## config.mk

```make
export PLATFORM = sky130hd
export DESIGN_NAME = ife_irq_regs
export DESIGN_NICKNAME = d
export VERILOG_FILES = /design/src/hdl/ife_pkg.sv /design/src/hdl/ife_reg16.sv /design/src/hdl/ife_irq_regs.sv
export VERILOG_INCLUDE_DIRS = /design/src /design/src/hdl
export SDC_FILE = /design/constraint.sdc
export NUM_CORES = 1
export LEC_CHECK = 0
export ABC_AREA = 1
export ABC_CLOCK_PERIOD_IN_PS = 6600
export BUFFER_PORTS_ARGS = -buffer_cell sky130_fd_sc_hd__buf_4
export CAP_MARGIN = 25
export CORE_MARGIN = 2
export CORE_UTILIZATION = 32
export CTS_BUF_LIST = sky130_fd_sc_hd__clkbuf_4 sky130_fd_sc_hd__clkbuf_8
export DETAILED_ROUTE_END_ITERATION = 16
export PLACE_DENSITY = 0.68
export SLEW_MARGIN = 20
export SYNTH_ARGS = -nofsm -noshare
export SYNTH_HDL_FRONTEND = slang
export SYNTH_HIERARCHICAL = 1
export SYNTH_SLANG_ARGS = --single-unit
```

## constraint.sdc

```tcl
create_clock -name i_core_clk -period 6.6 [get_ports i_core_clk]
set_clock_uncertainty 0.1 [all_clocks]
set_input_delay 0.66 -clock i_core_clk [delete_from_list [all_inputs] [get_ports i_core_clk]]
set_output_delay 0.66 -clock i_core_clk [all_outputs]
set_load 0.05 [all_outputs]
```

## src/hdl/ife_irq_regs.svh

```systemverilog
// Register offsets, field positions, masks and reset values of the flag/enable block
`ifndef IFE_IRQ_REGS_SVH
`define IFE_IRQ_REGS_SVH

// ----------------------------------------------------------------------------
// Register byte offsets on the APB
// ----------------------------------------------------------------------------
`define IFE_OFF_FLAG_STATUS_5 12'h000
`define IFE_OFF_FLAG_STATUS_6 12'h004
`define IFE_OFF_FLAG_STATUS_7 12'h008
`define IFE_OFF_ENABLE_CTRL_0 12'h00c
`define IFE_OFF_ENABLE_CTRL_1 12'h010

// ----------------------------------------------------------------------------
// Reset value and implemented-bit masks
// ----------------------------------------------------------------------------
`define IFE_RESET_VALUE 16'h0000
`define IFE_MASK_FLAG_STATUS_5 16'he01e
`define IFE_MASK_FLAG_STATUS_6 16'hc3ff
`define IFE_MASK_FLAG_STATUS_7 16'h003f
`define IFE_MASK_ENABLE_CTRL_0 16'h7fff
`define IFE_MASK_ENABLE_CTRL_1 16'hff1f

// ----------------------------------------------------------------------------
// Field positions, flag_status_5
// ----------------------------------------------------------------------------
`define IFE_POS_PWM_GEN_TWO_FLAG 15
`define IFE_POS_PWM_GEN_ONE_FLAG 14
`define IFE_POS_ADC_PAIR_TWELVE_DONE_FLAG 13
`define IFE_POS_ADC_PAIR_ELEVEN_DONE_FLAG 4
`define IFE_POS_ADC_PAIR_TEN_DONE_FLAG 3
`define IFE_POS_ADC_PAIR_NINE_DONE_FLAG 2
`define IFE_POS_ADC_PAIR_EIGHT_DONE_FLAG 1

// ----------------------------------------------------------------------------
// Field positions, flag_status_6 and flag_status_7
// ----------------------------------------------------------------------------
`define IFE_POS_ADC_PAIR_ONE_DONE_FLAG 15
`define IFE_POS_ADC_PAIR_ZERO_DONE_FLAG 14
`define IFE_POS_COMPARATOR_FOUR_FLAG 9
`define IFE_POS_COMPARATOR_THREE_FLAG 8
`define IFE_POS_COMPARATOR_TWO_FLAG 7
`define IFE_POS_PWM_GEN_NINE_FLAG 6
`define IFE_POS_PWM_GEN_EIGHT_FLAG 5
`define IFE_POS_PWM_GEN_SEVEN_FLAG 4
`define IFE_POS_PWM_GEN_SIX_FLAG 3
`define IFE_POS_PWM_GEN_FIVE_FLAG 2
`define IFE_POS_PWM_GEN_FOUR_FLAG 1
`define IFE_POS_PWM_GEN_THREE_FLAG 0
`define IFE_POS_ADC_PAIR_SEVEN_DONE_FLAG 5
`define IFE_POS_ADC_PAIR_SIX_DONE_FLAG 4
`define IFE_POS_ADC_PAIR_FIVE_DONE_FLAG 3
`define IFE_POS_ADC_PAIR_FOUR_DONE_FLAG 2
`define IFE_POS_ADC_PAIR_THREE_DONE_FLAG 1
`define IFE_POS_ADC_PAIR_TWO_DONE_FLAG 0

// ----------------------------------------------------------------------------
// Field positions, enable_control_0
// ----------------------------------------------------------------------------
`define IFE_POS_DMA_CH_ONE_DONE_ENABLE 14
`define IFE_POS_ADC_CONVERT_DONE_ENABLE 13
`define IFE_POS_UART_ONE_TX_ENABLE 12
`define IFE_POS_UART_ONE_RX_ENABLE 11
`define IFE_POS_SPI_ONE_EVENT_ENABLE 10
`define IFE_POS_SPI_ONE_FAULT_ENABLE 9
`define IFE_POS_TIMER_THREE_ENABLE 8
`define IFE_POS_TIMER_TWO_ENABLE 7
`define IFE_POS_COMPARE_TWO_ENABLE 6
`define IFE_POS_CAPTURE_TWO_ENABLE 5
`define IFE_POS_DMA_CH_ZERO_DONE_ENABLE 4
`define IFE_POS_TIMER_ONE_ENABLE 3
`define IFE_POS_COMPARE_ONE_ENABLE 2
`define IFE_POS_CAPTURE_ONE_ENABLE 1
`define IFE_POS_EXT_IRQ_ZERO_ENABLE 0

// ----------------------------------------------------------------------------
// Field positions, enable_control_1
// ----------------------------------------------------------------------------
`define IFE_POS_UART_TWO_TX_ENABLE 15
`define IFE_POS_UART_TWO_RX_ENABLE 14
`define IFE_POS_EXT_IRQ_TWO_ENABLE 13
`define IFE_POS_TIMER_FIVE_ENABLE 12
`define IFE_POS_TIMER_FOUR_ENABLE 11
`define IFE_POS_COMPARE_FOUR_ENABLE 10
`define IFE_POS_COMPARE_THREE_ENABLE 9
`define IFE_POS_DMA_CH_TWO_DONE_ENABLE 8
`define IFE_POS_EXT_IRQ_ONE_ENABLE 4
`define IFE_POS_PIN_CHANGE_NOTIFY_ENABLE 3
`define IFE_POS_COMPARATOR_ONE_ENABLE 2
`define IFE_POS_I2C_ONE_MASTER_ENABLE 1
`define IFE_POS_I2C_ONE_SLAVE_ENABLE 0

`endif

```

## src/hdl/ife_pkg.sv

```systemverilog
// Types shared by the flag/enable register block
package ife_pkg;
  typedef logic [15:0] ife_half_t;
  typedef logic [31:0] ife_data_t;
  typedef logic [11:0] ife_addr_t;
endpackage

```

## src/hdl/ife_reg16.sv

```systemverilog
// One 16-bit flag or enable register with hardware set and software write
`timescale 1ns/100ps
`default_nettype none
`include "ife_irq_regs.svh"
module ife_reg16 #(
  parameter logic [15:0] MASK = 16'hffff
) (
  input wire logic i_core_clk,
  input wire logic i_reset,
  input wire logic i_wr_en,
  input wire ife_pkg::ife_half_t i_wdata,
  input wire ife_pkg::ife_half_t i_set,
  output var ife_pkg::ife_half_t o_value
);
  import ife_pkg::*;

  ife_half_t value_d;
  ife_half_t wr_val;

  // Unimplemented bits never store
  assign wr_val = i_wr_en ? (i_wdata & MASK) : o_value;
  // Hardware set wins over a software clear in the same cycle
  assign value_d = wr_val | (i_set & MASK);

  always_ff @(posedge i_core_clk or posedge i_reset)
  begin
    if (i_reset)
      o_value <= `IFE_RESET_VALUE;
    else
      o_value <= value_d;
  end
endmodule
`default_nettype wire

```

## src/hdl/ife_irq_regs.sv

```systemverilog
// Interrupt flag status 5..7 and enable control 0..1 registers behind an APB slave
//
// Contract
// A flag bit reads one after its source requested, zero otherwise.
// An enable bit at one passes its source request, at zero blocks it.
// Unimplemented bits read zero and ignore writes.
// flag_status_5: pwm two bit 15, pwm one bit 14, adc pair twelve bit 13.
// flag_status_5: adc pairs eleven..eight at bits 4..1; 12..5 and 0 unused.
// flag_status_6: adc pairs one/zero 15/14, comparators four..two 9..7.
// flag_status_6: pwm generators nine..three at bits 6..0.
// flag_status_7: adc pairs seven..two at bits 5..0; 15..6 unused.
// enable_control_0: uart one tx bit 12, uart one rx bit 11.
// enable_control_0: spi one event bit 10, spi one fault bit 9.
// enable_control_0: ext irq zero, capture, compare, timer one at 0..3.
// enable_control_0: dma one bit 14, adc done bit 13, bit 15 unused.
// enable_control_1: dma two bit 8, compare three 9, compare four 10.
// enable_control_1: uart two tx bit 15, uart two rx bit 14.
// enable_control_1: irq two, timers 13..11; 7..5 unused; 4..2 irq one etc.
// enable_control_1: i2c one master bit 1, slave bit 0.
// All bits reset to zero and stay software readable and writable; the code masks unimplemented bits, which ignore writes.
// A request goes out only while both flag and enable are set.
//
// The register offsets and the APB interface to the registers are this design's own decisions.
`timescale 1ns/100ps
`default_nettype none
`include "ife_irq_regs.svh"
module ife_irq_regs (
  input wire logic i_core_clk,
  input wire logic i_reset,
  input wire logic i_psel,
  input wire logic i_penable,
  input wire logic i_pwrite,
  input wire ife_pkg::ife_addr_t i_paddr,
  input wire ife_pkg::ife_data_t i_pwdata,
  output var ife_pkg::ife_data_t o_prdata,
  output var logic o_pready,
  output var logic o_pslverr,
  input wire ife_pkg::ife_half_t i_flag_set5,
  input wire ife_pkg::ife_half_t i_flag_set6,
  input wire ife_pkg::ife_half_t i_flag_set7,
  input wire ife_pkg::ife_half_t i_far_enable5,
  input wire ife_pkg::ife_half_t i_far_enable6,
  input wire ife_pkg::ife_half_t i_far_enable7,
  input wire ife_pkg::ife_half_t i_far_flag0,
  input wire ife_pkg::ife_half_t i_far_flag1,
  output var ife_pkg::ife_half_t o_flag5,
  output var ife_pkg::ife_half_t o_flag6,
  output var ife_pkg::ife_half_t o_flag7,
  output var ife_pkg::ife_half_t o_enable0,
  output var ife_pkg::ife_half_t o_enable1,
  output var ife_pkg::ife_half_t o_irq_req5,
  output var ife_pkg::ife_half_t o_irq_req6,
  output var ife_pkg::ife_half_t o_irq_req7,
  output var ife_pkg::ife_half_t o_irq_req0,
  output var ife_pkg::ife_half_t o_irq_req1
);
  import ife_pkg::*;

  localparam int NREG = 5;

  // --------------------------------------------------------------------------
  // Register layout
  // --------------------------------------------------------------------------
  localparam ife_half_t REG_MASK [NREG] = '{
    `IFE_MASK_FLAG_STATUS_5,
    `IFE_MASK_FLAG_STATUS_6,
    `IFE_MASK_FLAG_STATUS_7,
    `IFE_MASK_ENABLE_CTRL_0,
    `IFE_MASK_ENABLE_CTRL_1
  };
  localparam ife_addr_t REG_OFF [NREG] = '{
    `IFE_OFF_FLAG_STATUS_5,
    `IFE_OFF_FLAG_STATUS_6,
    `IFE_OFF_FLAG_STATUS_7,
    `IFE_OFF_ENABLE_CTRL_0,
    `IFE_OFF_ENABLE_CTRL_1
  };

  // --------------------------------------------------------------------------
  // APB decode
  // --------------------------------------------------------------------------
  logic [NREG-1:0] hit;
  logic [NREG-1:0] wr_en;
  ife_half_t reg_q [NREG];
  ife_half_t set_vec [NREG];
  logic setup_phase;
  logic access_done;
  logic any_hit;
  ife_half_t rd_half;
  ife_data_t prdata_d;
  logic pready_d;
  logic pslverr_d;

  assign setup_phase = i_psel & ~i_penable;
  assign access_done = i_psel & i_penable & o_pready;
  assign any_hit = |hit;

  assign set_vec[0] = i_flag_set5;
  assign set_vec[1] = i_flag_set6;
  assign set_vec[2] = i_flag_set7;
  assign set_vec[3] = '0;
  assign set_vec[4] = '0;

  // --------------------------------------------------------------------------
  // Register bank
  // --------------------------------------------------------------------------
  genvar g;
  generate
    for (g = 0; g < NREG; g++)
    begin : gen_reg
      assign hit[g] = (i_paddr == REG_OFF[g]);
      // Write lands only at the completing access edge
      assign wr_en[g] = access_done & i_pwrite & hit[g];
      ife_reg16 #(
        .MASK(REG_MASK[g])
      ) u_reg (
        .i_core_clk(i_core_clk),
        .i_reset(i_reset),
        .i_wr_en(wr_en[g]),
        .i_wdata(i_pwdata[15:0]),
        .i_set(set_vec[g]),
        .o_value(reg_q[g])
      );
    end
  endgenerate

  // --------------------------------------------------------------------------
  // Read data, ready and error
  // --------------------------------------------------------------------------
  assign rd_half = hit[0] ? reg_q[0] :
                   hit[1] ? reg_q[1] :
                   hit[2] ? reg_q[2] :
                   hit[3] ? reg_q[3] :
                   hit[4] ? reg_q[4] : '0;
  assign prdata_d = (setup_phase & ~i_pwrite) ? {16'h0000, rd_half} : o_prdata;
  // One wait-free access: ready for exactly the access cycle
  assign pready_d = setup_phase;
  assign pslverr_d = setup_phase & ~any_hit;

  always_ff @(posedge i_core_clk or posedge i_reset)
  begin
    if (i_reset)
    begin
      o_prdata <= '0;
      o_pready <= 1'b0;
      o_pslverr <= 1'b0;
    end
    else
    begin
      o_prdata <= prdata_d;
      o_pready <= pready_d;
      o_pslverr <= pslverr_d;
    end
  end

  // --------------------------------------------------------------------------
  // Named fields of the register bank
  // --------------------------------------------------------------------------
  logic pwm_gen_two_flag;
  logic pwm_gen_one_flag;
  logic adc_pair_twelve_done_flag;
  logic adc_pair_eleven_done_flag;
  logic adc_pair_ten_done_flag;
  logic adc_pair_nine_done_flag;
  logic adc_pair_eight_done_flag;
  logic adc_pair_one_done_flag;
  logic adc_pair_zero_done_flag;
  logic comparator_four_flag;
  logic comparator_three_flag;
  logic comparator_two_flag;
  logic pwm_gen_nine_flag;
  logic pwm_gen_eight_flag;
  logic pwm_gen_seven_flag;
  logic pwm_gen_six_flag;
  logic pwm_gen_five_flag;
  logic pwm_gen_four_flag;
  logic pwm_gen_three_flag;
  logic adc_pair_seven_done_flag;
  logic adc_pair_six_done_flag;
  logic adc_pair_five_done_flag;
  logic adc_pair_four_done_flag;
  logic adc_pair_three_done_flag;
  logic adc_pair_two_done_flag;
  logic dma_ch_one_done_enable;
  logic adc_convert_done_enable;
  logic uart_one_tx_enable;
  logic uart_one_rx_enable;
  logic spi_one_event_enable;
  logic spi_one_fault_enable;
  logic timer_three_enable;
  logic timer_two_enable;
  logic compare_two_enable;
  logic capture_two_enable;
  logic dma_ch_zero_done_enable;
  logic timer_one_enable;
  logic compare_one_enable;
  logic capture_one_enable;
  logic ext_irq_zero_enable;
  logic uart_two_tx_enable;
  logic uart_two_rx_enable;
  logic ext_irq_two_enable;
  logic timer_five_enable;
  logic timer_four_enable;
  logic compare_four_enable;
  logic compare_three_enable;
  logic dma_ch_two_done_enable;
  logic ext_irq_one_enable;
  logic pin_change_notify_enable;
  logic comparator_one_enable;
  logic i2c_one_master_enable;
  logic i2c_one_slave_enable;

  assign pwm_gen_two_flag = reg_q[0][`IFE_POS_PWM_GEN_TWO_FLAG];
  assign pwm_gen_one_flag = reg_q[0][`IFE_POS_PWM_GEN_ONE_FLAG];
  assign adc_pair_twelve_done_flag = reg_q[0][`IFE_POS_ADC_PAIR_TWELVE_DONE_FLAG];
  assign adc_pair_eleven_done_flag = reg_q[0][`IFE_POS_ADC_PAIR_ELEVEN_DONE_FLAG];
  assign adc_pair_ten_done_flag = reg_q[0][`IFE_POS_ADC_PAIR_TEN_DONE_FLAG];
  assign adc_pair_nine_done_flag = reg_q[0][`IFE_POS_ADC_PAIR_NINE_DONE_FLAG];
  assign adc_pair_eight_done_flag = reg_q[0][`IFE_POS_ADC_PAIR_EIGHT_DONE_FLAG];
  assign adc_pair_one_done_flag = reg_q[1][`IFE_POS_ADC_PAIR_ONE_DONE_FLAG];
  assign adc_pair_zero_done_flag = reg_q[1][`IFE_POS_ADC_PAIR_ZERO_DONE_FLAG];
  assign comparator_four_flag = reg_q[1][`IFE_POS_COMPARATOR_FOUR_FLAG];
  assign comparator_three_flag = reg_q[1][`IFE_POS_COMPARATOR_THREE_FLAG];
  assign comparator_two_flag = reg_q[1][`IFE_POS_COMPARATOR_TWO_FLAG];
  assign pwm_gen_nine_flag = reg_q[1][`IFE_POS_PWM_GEN_NINE_FLAG];
  assign pwm_gen_eight_flag = reg_q[1][`IFE_POS_PWM_GEN_EIGHT_FLAG];
  assign pwm_gen_seven_flag = reg_q[1][`IFE_POS_PWM_GEN_SEVEN_FLAG];
  assign pwm_gen_six_flag = reg_q[1][`IFE_POS_PWM_GEN_SIX_FLAG];
  assign pwm_gen_five_flag = reg_q[1][`IFE_POS_PWM_GEN_FIVE_FLAG];
  assign pwm_gen_four_flag = reg_q[1][`IFE_POS_PWM_GEN_FOUR_FLAG];
  assign pwm_gen_three_flag = reg_q[1][`IFE_POS_PWM_GEN_THREE_FLAG];
  assign adc_pair_seven_done_flag = reg_q[2][`IFE_POS_ADC_PAIR_SEVEN_DONE_FLAG];
  assign adc_pair_six_done_flag = reg_q[2][`IFE_POS_ADC_PAIR_SIX_DONE_FLAG];
  assign adc_pair_five_done_flag = reg_q[2][`IFE_POS_ADC_PAIR_FIVE_DONE_FLAG];
  assign adc_pair_four_done_flag = reg_q[2][`IFE_POS_ADC_PAIR_FOUR_DONE_FLAG];
  assign adc_pair_three_done_flag = reg_q[2][`IFE_POS_ADC_PAIR_THREE_DONE_FLAG];
  assign adc_pair_two_done_flag = reg_q[2][`IFE_POS_ADC_PAIR_TWO_DONE_FLAG];
  assign dma_ch_one_done_enable = reg_q[3][`IFE_POS_DMA_CH_ONE_DONE_ENABLE];
  assign adc_convert_done_enable = reg_q[3][`IFE_POS_ADC_CONVERT_DONE_ENABLE];
  assign uart_one_tx_enable = reg_q[3][`IFE_POS_UART_ONE_TX_ENABLE];
  assign uart_one_rx_enable = reg_q[3][`IFE_POS_UART_ONE_RX_ENABLE];
  assign spi_one_event_enable = reg_q[3][`IFE_POS_SPI_ONE_EVENT_ENABLE];
  assign spi_one_fault_enable = reg_q[3][`IFE_POS_SPI_ONE_FAULT_ENABLE];
  assign timer_three_enable = reg_q[3][`IFE_POS_TIMER_THREE_ENABLE];
  assign timer_two_enable = reg_q[3][`IFE_POS_TIMER_TWO_ENABLE];
  assign compare_two_enable = reg_q[3][`IFE_POS_COMPARE_TWO_ENABLE];
  assign capture_two_enable = reg_q[3][`IFE_POS_CAPTURE_TWO_ENABLE];
  assign dma_ch_zero_done_enable = reg_q[3][`IFE_POS_DMA_CH_ZERO_DONE_ENABLE];
  assign timer_one_enable = reg_q[3][`IFE_POS_TIMER_ONE_ENABLE];
  assign compare_one_enable = reg_q[3][`IFE_POS_COMPARE_ONE_ENABLE];
  assign capture_one_enable = reg_q[3][`IFE_POS_CAPTURE_ONE_ENABLE];
  assign ext_irq_zero_enable = reg_q[3][`IFE_POS_EXT_IRQ_ZERO_ENABLE];
  assign uart_two_tx_enable = reg_q[4][`IFE_POS_UART_TWO_TX_ENABLE];
  assign uart_two_rx_enable = reg_q[4][`IFE_POS_UART_TWO_RX_ENABLE];
  assign ext_irq_two_enable = reg_q[4][`IFE_POS_EXT_IRQ_TWO_ENABLE];
  assign timer_five_enable = reg_q[4][`IFE_POS_TIMER_FIVE_ENABLE];
  assign timer_four_enable = reg_q[4][`IFE_POS_TIMER_FOUR_ENABLE];
  assign compare_four_enable = reg_q[4][`IFE_POS_COMPARE_FOUR_ENABLE];
  assign compare_three_enable = reg_q[4][`IFE_POS_COMPARE_THREE_ENABLE];
  assign dma_ch_two_done_enable = reg_q[4][`IFE_POS_DMA_CH_TWO_DONE_ENABLE];
  assign ext_irq_one_enable = reg_q[4][`IFE_POS_EXT_IRQ_ONE_ENABLE];
  assign pin_change_notify_enable = reg_q[4][`IFE_POS_PIN_CHANGE_NOTIFY_ENABLE];
  assign comparator_one_enable = reg_q[4][`IFE_POS_COMPARATOR_ONE_ENABLE];
  assign i2c_one_master_enable = reg_q[4][`IFE_POS_I2C_ONE_MASTER_ENABLE];
  assign i2c_one_slave_enable = reg_q[4][`IFE_POS_I2C_ONE_SLAVE_ENABLE];

  // --------------------------------------------------------------------------
  // Register contents out, unused positions tied low
  // --------------------------------------------------------------------------
  assign o_flag5 = {pwm_gen_two_flag, pwm_gen_one_flag, adc_pair_twelve_done_flag,
                    8'h00, adc_pair_eleven_done_flag, adc_pair_ten_done_flag,
                    adc_pair_nine_done_flag, adc_pair_eight_done_flag, 1'h0};
  assign o_flag6 = {adc_pair_one_done_flag, adc_pair_zero_done_flag, 4'h0,
                    comparator_four_flag, comparator_three_flag, comparator_two_flag,
                    pwm_gen_nine_flag, pwm_gen_eight_flag, pwm_gen_seven_flag,
                    pwm_gen_six_flag, pwm_gen_five_flag, pwm_gen_four_flag, pwm_gen_three_flag};
  assign o_flag7 = {10'h000, adc_pair_seven_done_flag, adc_pair_six_done_flag,
                    adc_pair_five_done_flag, adc_pair_four_done_flag,
                    adc_pair_three_done_flag, adc_pair_two_done_flag};
  assign o_enable0 = {1'h0, dma_ch_one_done_enable, adc_convert_done_enable,
                      uart_one_tx_enable, uart_one_rx_enable,
                      spi_one_event_enable, spi_one_fault_enable,
                      timer_three_enable, timer_two_enable, compare_two_enable,
                      capture_two_enable, dma_ch_zero_done_enable,
                      timer_one_enable, compare_one_enable,
                      capture_one_enable, ext_irq_zero_enable};
  assign o_enable1 = {uart_two_tx_enable, uart_two_rx_enable,
                      ext_irq_two_enable, timer_five_enable, timer_four_enable,
                      compare_four_enable, compare_three_enable, dma_ch_two_done_enable,
                      3'h0, ext_irq_one_enable, pin_change_notify_enable, comparator_one_enable,
                      i2c_one_master_enable, i2c_one_slave_enable};

  // --------------------------------------------------------------------------
  // Requests toward the arbitration logic
  // --------------------------------------------------------------------------

  always_ff @(posedge i_core_clk or posedge i_reset)
  begin
    if (i_reset)
    begin
      o_irq_req5 <= '0;
      o_irq_req6 <= '0;
      o_irq_req7 <= '0;
      o_irq_req0 <= '0;
      o_irq_req1 <= '0;
    end
    else
    begin
      o_irq_req5 <= reg_q[0] & i_far_enable5;
      o_irq_req6 <= reg_q[1] & i_far_enable6;
      o_irq_req7 <= reg_q[2] & i_far_enable7;
      o_irq_req0 <= i_far_flag0 & reg_q[3];
      o_irq_req1 <= i_far_flag1 & reg_q[4];
    end
  end
endmodule
`default_nettype wire

```

# Word level (Yosys, flattened, before mapping)
# Cells that the tools add are included.
# Widths: inputs -> output; s select.
[totals] reg_bits=174 input_bits=177 output_inout_bits=194 elab_cells=49
[classes] eq_ne=4 mux=8 bitwise=22 n_reduce_logical=2
[ops] op="$mux 16" n=8
[ops] op="$and 16x16->16" n=4
[ops] op="$or 16x16->16" n=2
[ops] op="$eq 12x4->1 const B" n=2
[ops] op="$and 16x15->16" n=1
[ops] op="$or 16x6->16" n=1
[ops] op="$eq 12x3->1 const B" n=1
[ops] op="$eq 12x5->1 const B" n=1
[ops] op="$logic_not 12->1" n=1
[ops] op="$and 1x1->1" n=11
[ops] op="$reduce_or 5->1" n=1
[ops] op="$not 1->1" n=3

# Depth between registers and ports, before layout
[depth] depth_word=6 mapped_depth=11 mapped_depth_nobuf=10

# Hierarchy
# The synthesis kept the hierarchy.
[modules_own_cells] module="ife_irq_regs" n_inst=1 cells_per_inst=543 area_each_um2=4682.0 seq_area_each_um2=2452.4
[modules_own_cells] module="ife_reg16 at gen_reg[3].u_reg" n_inst=1 cells_per_inst=82 area_each_um2=760.7 seq_area_each_um2=375.4
[modules_own_cells] module="ife_reg16 at gen_reg[4].u_reg" n_inst=1 cells_per_inst=73 area_each_um2=589.3 seq_area_each_um2=325.3
[modules_own_cells] module="ife_reg16 at gen_reg[1].u_reg" n_inst=1 cells_per_inst=69 area_each_um2=555.5 seq_area_each_um2=300.3
[modules_own_cells] module="ife_reg16 at gen_reg[0].u_reg" n_inst=1 cells_per_inst=48 area_each_um2=439.2 seq_area_each_um2=175.2
[modules_own_cells] module="ife_reg16 at gen_reg[2].u_reg" n_inst=1 cells_per_inst=43 area_each_um2=334.1 seq_area_each_um2=150.1

# Worst setup path before layout
# No wires, ideal clock.
[synth_path] path_kind="input -> register" start="in i_paddr[11]" end="reg gen_reg[4].u_reg.o_value[10]" setup_time_ns=0.126 t_arrival_ns=1.882 required_time_ns=6.374 path_slack_ns=4.492 stages=10 path_buffers=2 cell_sequence="nor2_2 -> nand2_4 -> nor2_4 -> buf_2 -> nand2_1 -> nor2_1 -> inv_2 -> buf_6 -> nand2_1 -> nand3_1"
[synth_via] elab_chain_cells=2
[synth_lines] element="start: declaration" line_no="ife_irq_regs.sv:33" rtl="input wire ife_pkg::ife_addr_t i_paddr,"
[synth_lines] element="$eq 12x5->1" line_no="ife_irq_regs.sv:111" rtl="assign hit[g] = (i_paddr == REG_OFF[g]);"
[synth_lines] element="$and 1x1->1" line_no="ife_irq_regs.sv:113" rtl="assign wr_en[g] = access_done & i_pwrite & hit[g];"
[synth_lines] element="named net wr_en[4]" line_no="ife_irq_regs.sv:83" rtl="logic [NREG-1:0] wr_en;"
[synth_lines] element="end signal: assignment" line_no="ife_reg16.sv:28" rtl="o_value <= `IFE_RESET_VALUE;"
[synth_lines] element="end signal: assignment" line_no="ife_reg16.sv:30" rtl="o_value <= value_d;"
[synth_lines] element="end: declaration" line_no="ife_reg16.sv:13" rtl="output var ife_pkg::ife_half_t o_value"
# The timed path passes the listed nets, and every way through them passes these cells.
# A chain may end at the register's enable or synchronous reset.

# Worst setup path in the final report
[layout_path] start="in i_paddr[9]" end="reg gen_reg[0].u_reg.o_value[2]"
[layout_via] elab_chain_cells=4
[layout_lines] element="$logic_not 12->1" line_no="ife_irq_regs.sv:111"
[layout_lines] element="$and 1x1->1" line_no="ife_irq_regs.sv:113"
[layout_lines] element="named net wr_en[0]" line_no="ife_irq_regs.sv:83"
[layout_lines] element="$mux 16" line_no="ife_reg16.sv:21" rtl="assign wr_val = i_wr_en ? (i_wdata & MASK) : o_value;"
[layout_lines] element="$or 16x16->16" line_no="ife_reg16.sv:23" rtl="assign value_d = wr_val | (i_set & MASK);"
[layout_lines] element="named net gen_reg[0].u_reg.value_d[2]" line_no="ife_reg16.sv:17" rtl="ife_half_t value_d;"
[layout_lines] element="end signal: assignment" line_no="ife_reg16.sv:28"
[layout_lines] element="end signal: assignment" line_no="ife_reg16.sv:30"
[layout_lines] element="end: declaration" line_no="ife_reg16.sv:13"
# The timed path passes the listed nets, and every way through them passes these cells.

==> out/qor.txt <==
area leader, netlist -> dfrtp_1
vias in the first global route -> 6141
average size of a mapped cell -> 8.58 µm²
fin. max-slew vios -> 0
area grow syn2layout -> 35.6%
Most Crowded Layer GR -> met2
CP required -> 6.84 ns
Fmax -> 0.403 GHz
most common cell in the netlist -> nand2_1
first-pass GRT wire length -> 35.2 mm
nets -> 1346
Row Count -> 55
Post-CTS Resized -> 0
CTS tree -> done
Setup crit start kind -> primary input
die height -> 156 µm
Worst-path clk slew -> 0.09 ns
Mapped Area -> 0.00736 mm²
Residual DRC -> 0
Crit. End Element -> register
Fin Hold WS -> 0.0846 ns
CP Max Fanout -> 30
die area -> 0.0242 mm²
hold crit path type -> in -> async
top cells by area, synth -> dfrtp_1 (51%), nand2_1 (12%), inv_1 (8.0%)
Die Wd -> 156 µm
Post-synth top cells -> nand2_1 (239), inv_1 (157), dfrtp_1 (151), nand3_1 (105), buf_4 (74)
synth unique cells -> 31
GRT Overall Usage -> 19.7%
P_leak -> 0.00579 µW
Setup TNS -> 0 ns
arrival time worst endpoint -> 2.72 ns
crit path max-delay cell type -> nor2_1
clk_lat worst skew -> 0.45 ns
I/O pins -> 371
period utilization -> 37.6%
htree depth -> 4
Setup violations, final -> 0
HPWL Detailed -> 18.2 mm
gp weighted congestion -> 0.820
Initial Utilization -> 32.5%
initial antenna violation count -> 0
IO buf count -> 288
top_reg_cell synth -> dfrtp_1
async set-reset flop share out of synthesis -> 100%
CP peak stage delay -> 0.72 ns
Syn Inst Count -> 858
layout cell share with drive strength beyond 1 -> 33.0%
vias -> 6181
MaxCap Viol Count -> 0
top cell type's share of synthesized area -> 51.3%
register area share after synthesis -> 51.3%
slack of the critical path -> 4.12 ns
fin crit period -> 2.48 ns
# diodes -> 0
Routed wire per std cell -> 16.0 µm
hold_buf cts -> 0
critical path launch point -> i_paddr[9]
Cell Pwr Density -> 212 mW/mm²
EDFF count, synth -> 0
Yosys reg bits -> 151
Slew headroom -> 38.9%
grt ovf -> 0
Routed Wire Length -> 23.5 mm
Final Hold Vio Count -> 0
met3 Use GR -> 4.39%
CTS buffer count -> 17
# clock sinks -> 151
Final ANT Viol Nets -> 0
peak supply drop -> 0.110 mV
core area -> 0.0226 mm²
Global Route met2 Usage -> 34.8%
reg2reg start -> o_pready$_DFF_PP0_
largest net degree at the start of global routing -> 67
status -> finished clean
DR iter-0 viols -> 250
TritonRoute pass-1 iters -> 5
Ys Warns -> 6
via/cell ratio -> 4.21
met1 usage -> 24.0%
unrepaired setup endpoints after global routing -> false
worst-margin pin slew -> 0.917 ns
pre-CTS setup slack -> 3.66 ns
Clock Path Buffers -> 2
Layout fillers -> 2267
worst setup path class -> in -> reg
Post-CTS Setup Bufs -> 0
crit-path cells -> buf_4 > nor2_2 > nand2_4 > inv_2 > nand2_2 > buf_4 > nor2_1 > inv_8 > nand2_2 > nand3_2
CTS Root Cell -> clkbuf_8
==> worst paths after layout <==
check | endpoint | depth (start not counted) | slack [ns]
min reg2reg | o_prdata[15]$_DFFE_PP0P_ | 2 | 0.39
max reg2reg | gen_reg[2].u_reg/o_value[0]$_DFF_PP0_ | 5 | 4.51
max in group asynchronous | o_prdata[12]$_DFFE_PP0P_ | 3 | 4.97
min | gen_reg[2].u_reg/o_value[2]$_DFF_PP0_ | 2 | 0.08
max | gen_reg[0].u_reg/o_value[2]$_DFF_PP0_ | 10 | 4.12
min in group i_core_clk | o_irq_req7[1]$_DFF_PP0_ | 3 | 0.28
==> state kept, by name, summed over array words and instances (netlist names) <==
signal / count
o_pslverr: 1
o_prdata: 16
o_irq_req0: 16
gen.u_reg/o_value: 53
o_pready: 1
o_irq_req6: 16
o_irq_req5: 16
o_irq_req7: 16
o_irq_req1: 16
==> where the power goes <==
group          internal [µW]  switching [µW]  leakage, µW  total (µW)
Combinational            102             240      0.00389         342
Clock                    457             360     0.000227         817
Sequential               950            6.93      0.00168         957
==> per-stage QoR <==
| step | total power (µW) | instances | area, µm² | utilization [%] |
|---|---|---|---|---|
| global route | 2220 | 1467 | 9980 | 44.1 |
| detailed placement | 1320 | 1435 | 9530 | 42.1 |
| global placement | 1320 | 1435 | 9530 | 42.1 |
| floorplan | 1220 | 950 | 7710 | - |
| finish | 2120 | 1467 | 9980 | 44.1 |
| CTS | 2140 | 1467 | 9980 | 44.1 |
==> worst max-delay path, delay by kind of cell <==
| family | cells | cell delay, ns |
|---|---|---|
| buffers and inverters | 4 | 0.82 |
| AND/OR/NAND/NOR | 6 | 1.21 |
==> metal layers <==
| layer | wire length (µm) | up-vias |
|---|---|---|
| met4 | 418 | 0 |
| met5 | 0 | - |
| li1 | - | 3045 |
| met1 | 9580 | 2862 |
| met3 | 1550 | 18 |
| met2 | 11900 | 256 |
==> kinds of logic after synthesis <==
family / share of synthesized area (%)
AO/OA/AOI/OAI: 3.40
other: 0.306
flip-flops: 51.3
AND/OR/NAND/NOR: 26.2
buffers and inverters: 18.7
==> layout by cell type (no fill, tap or decap), drive strengths merged <==
master,count
o21bai,12
nor3,2
bufinv,5
o31ai,1
o2111ai,4
o21ai,16
clkbuf,19
nand3,124
inv,167
nand2,260
conb,98
dfrtp,151
nor2,17
clkinvlp,2
nor4,1
o211ai,4
buf,293
clkinv,5
nand4,1
==> area by class of cell <==
cell class,instances,area [µm²],area share (%)
sequential,151,3780,37.9
multi-input combinational,540,2550,25.6
timing repair buffer,293,2200,22.0
inverter,166,638,6.39
tap,285,357,3.57
clock buffer,19,249,2.50
clock inverter,13,203,2.03
Note: power is estimated with default switching activity, not from simulation.
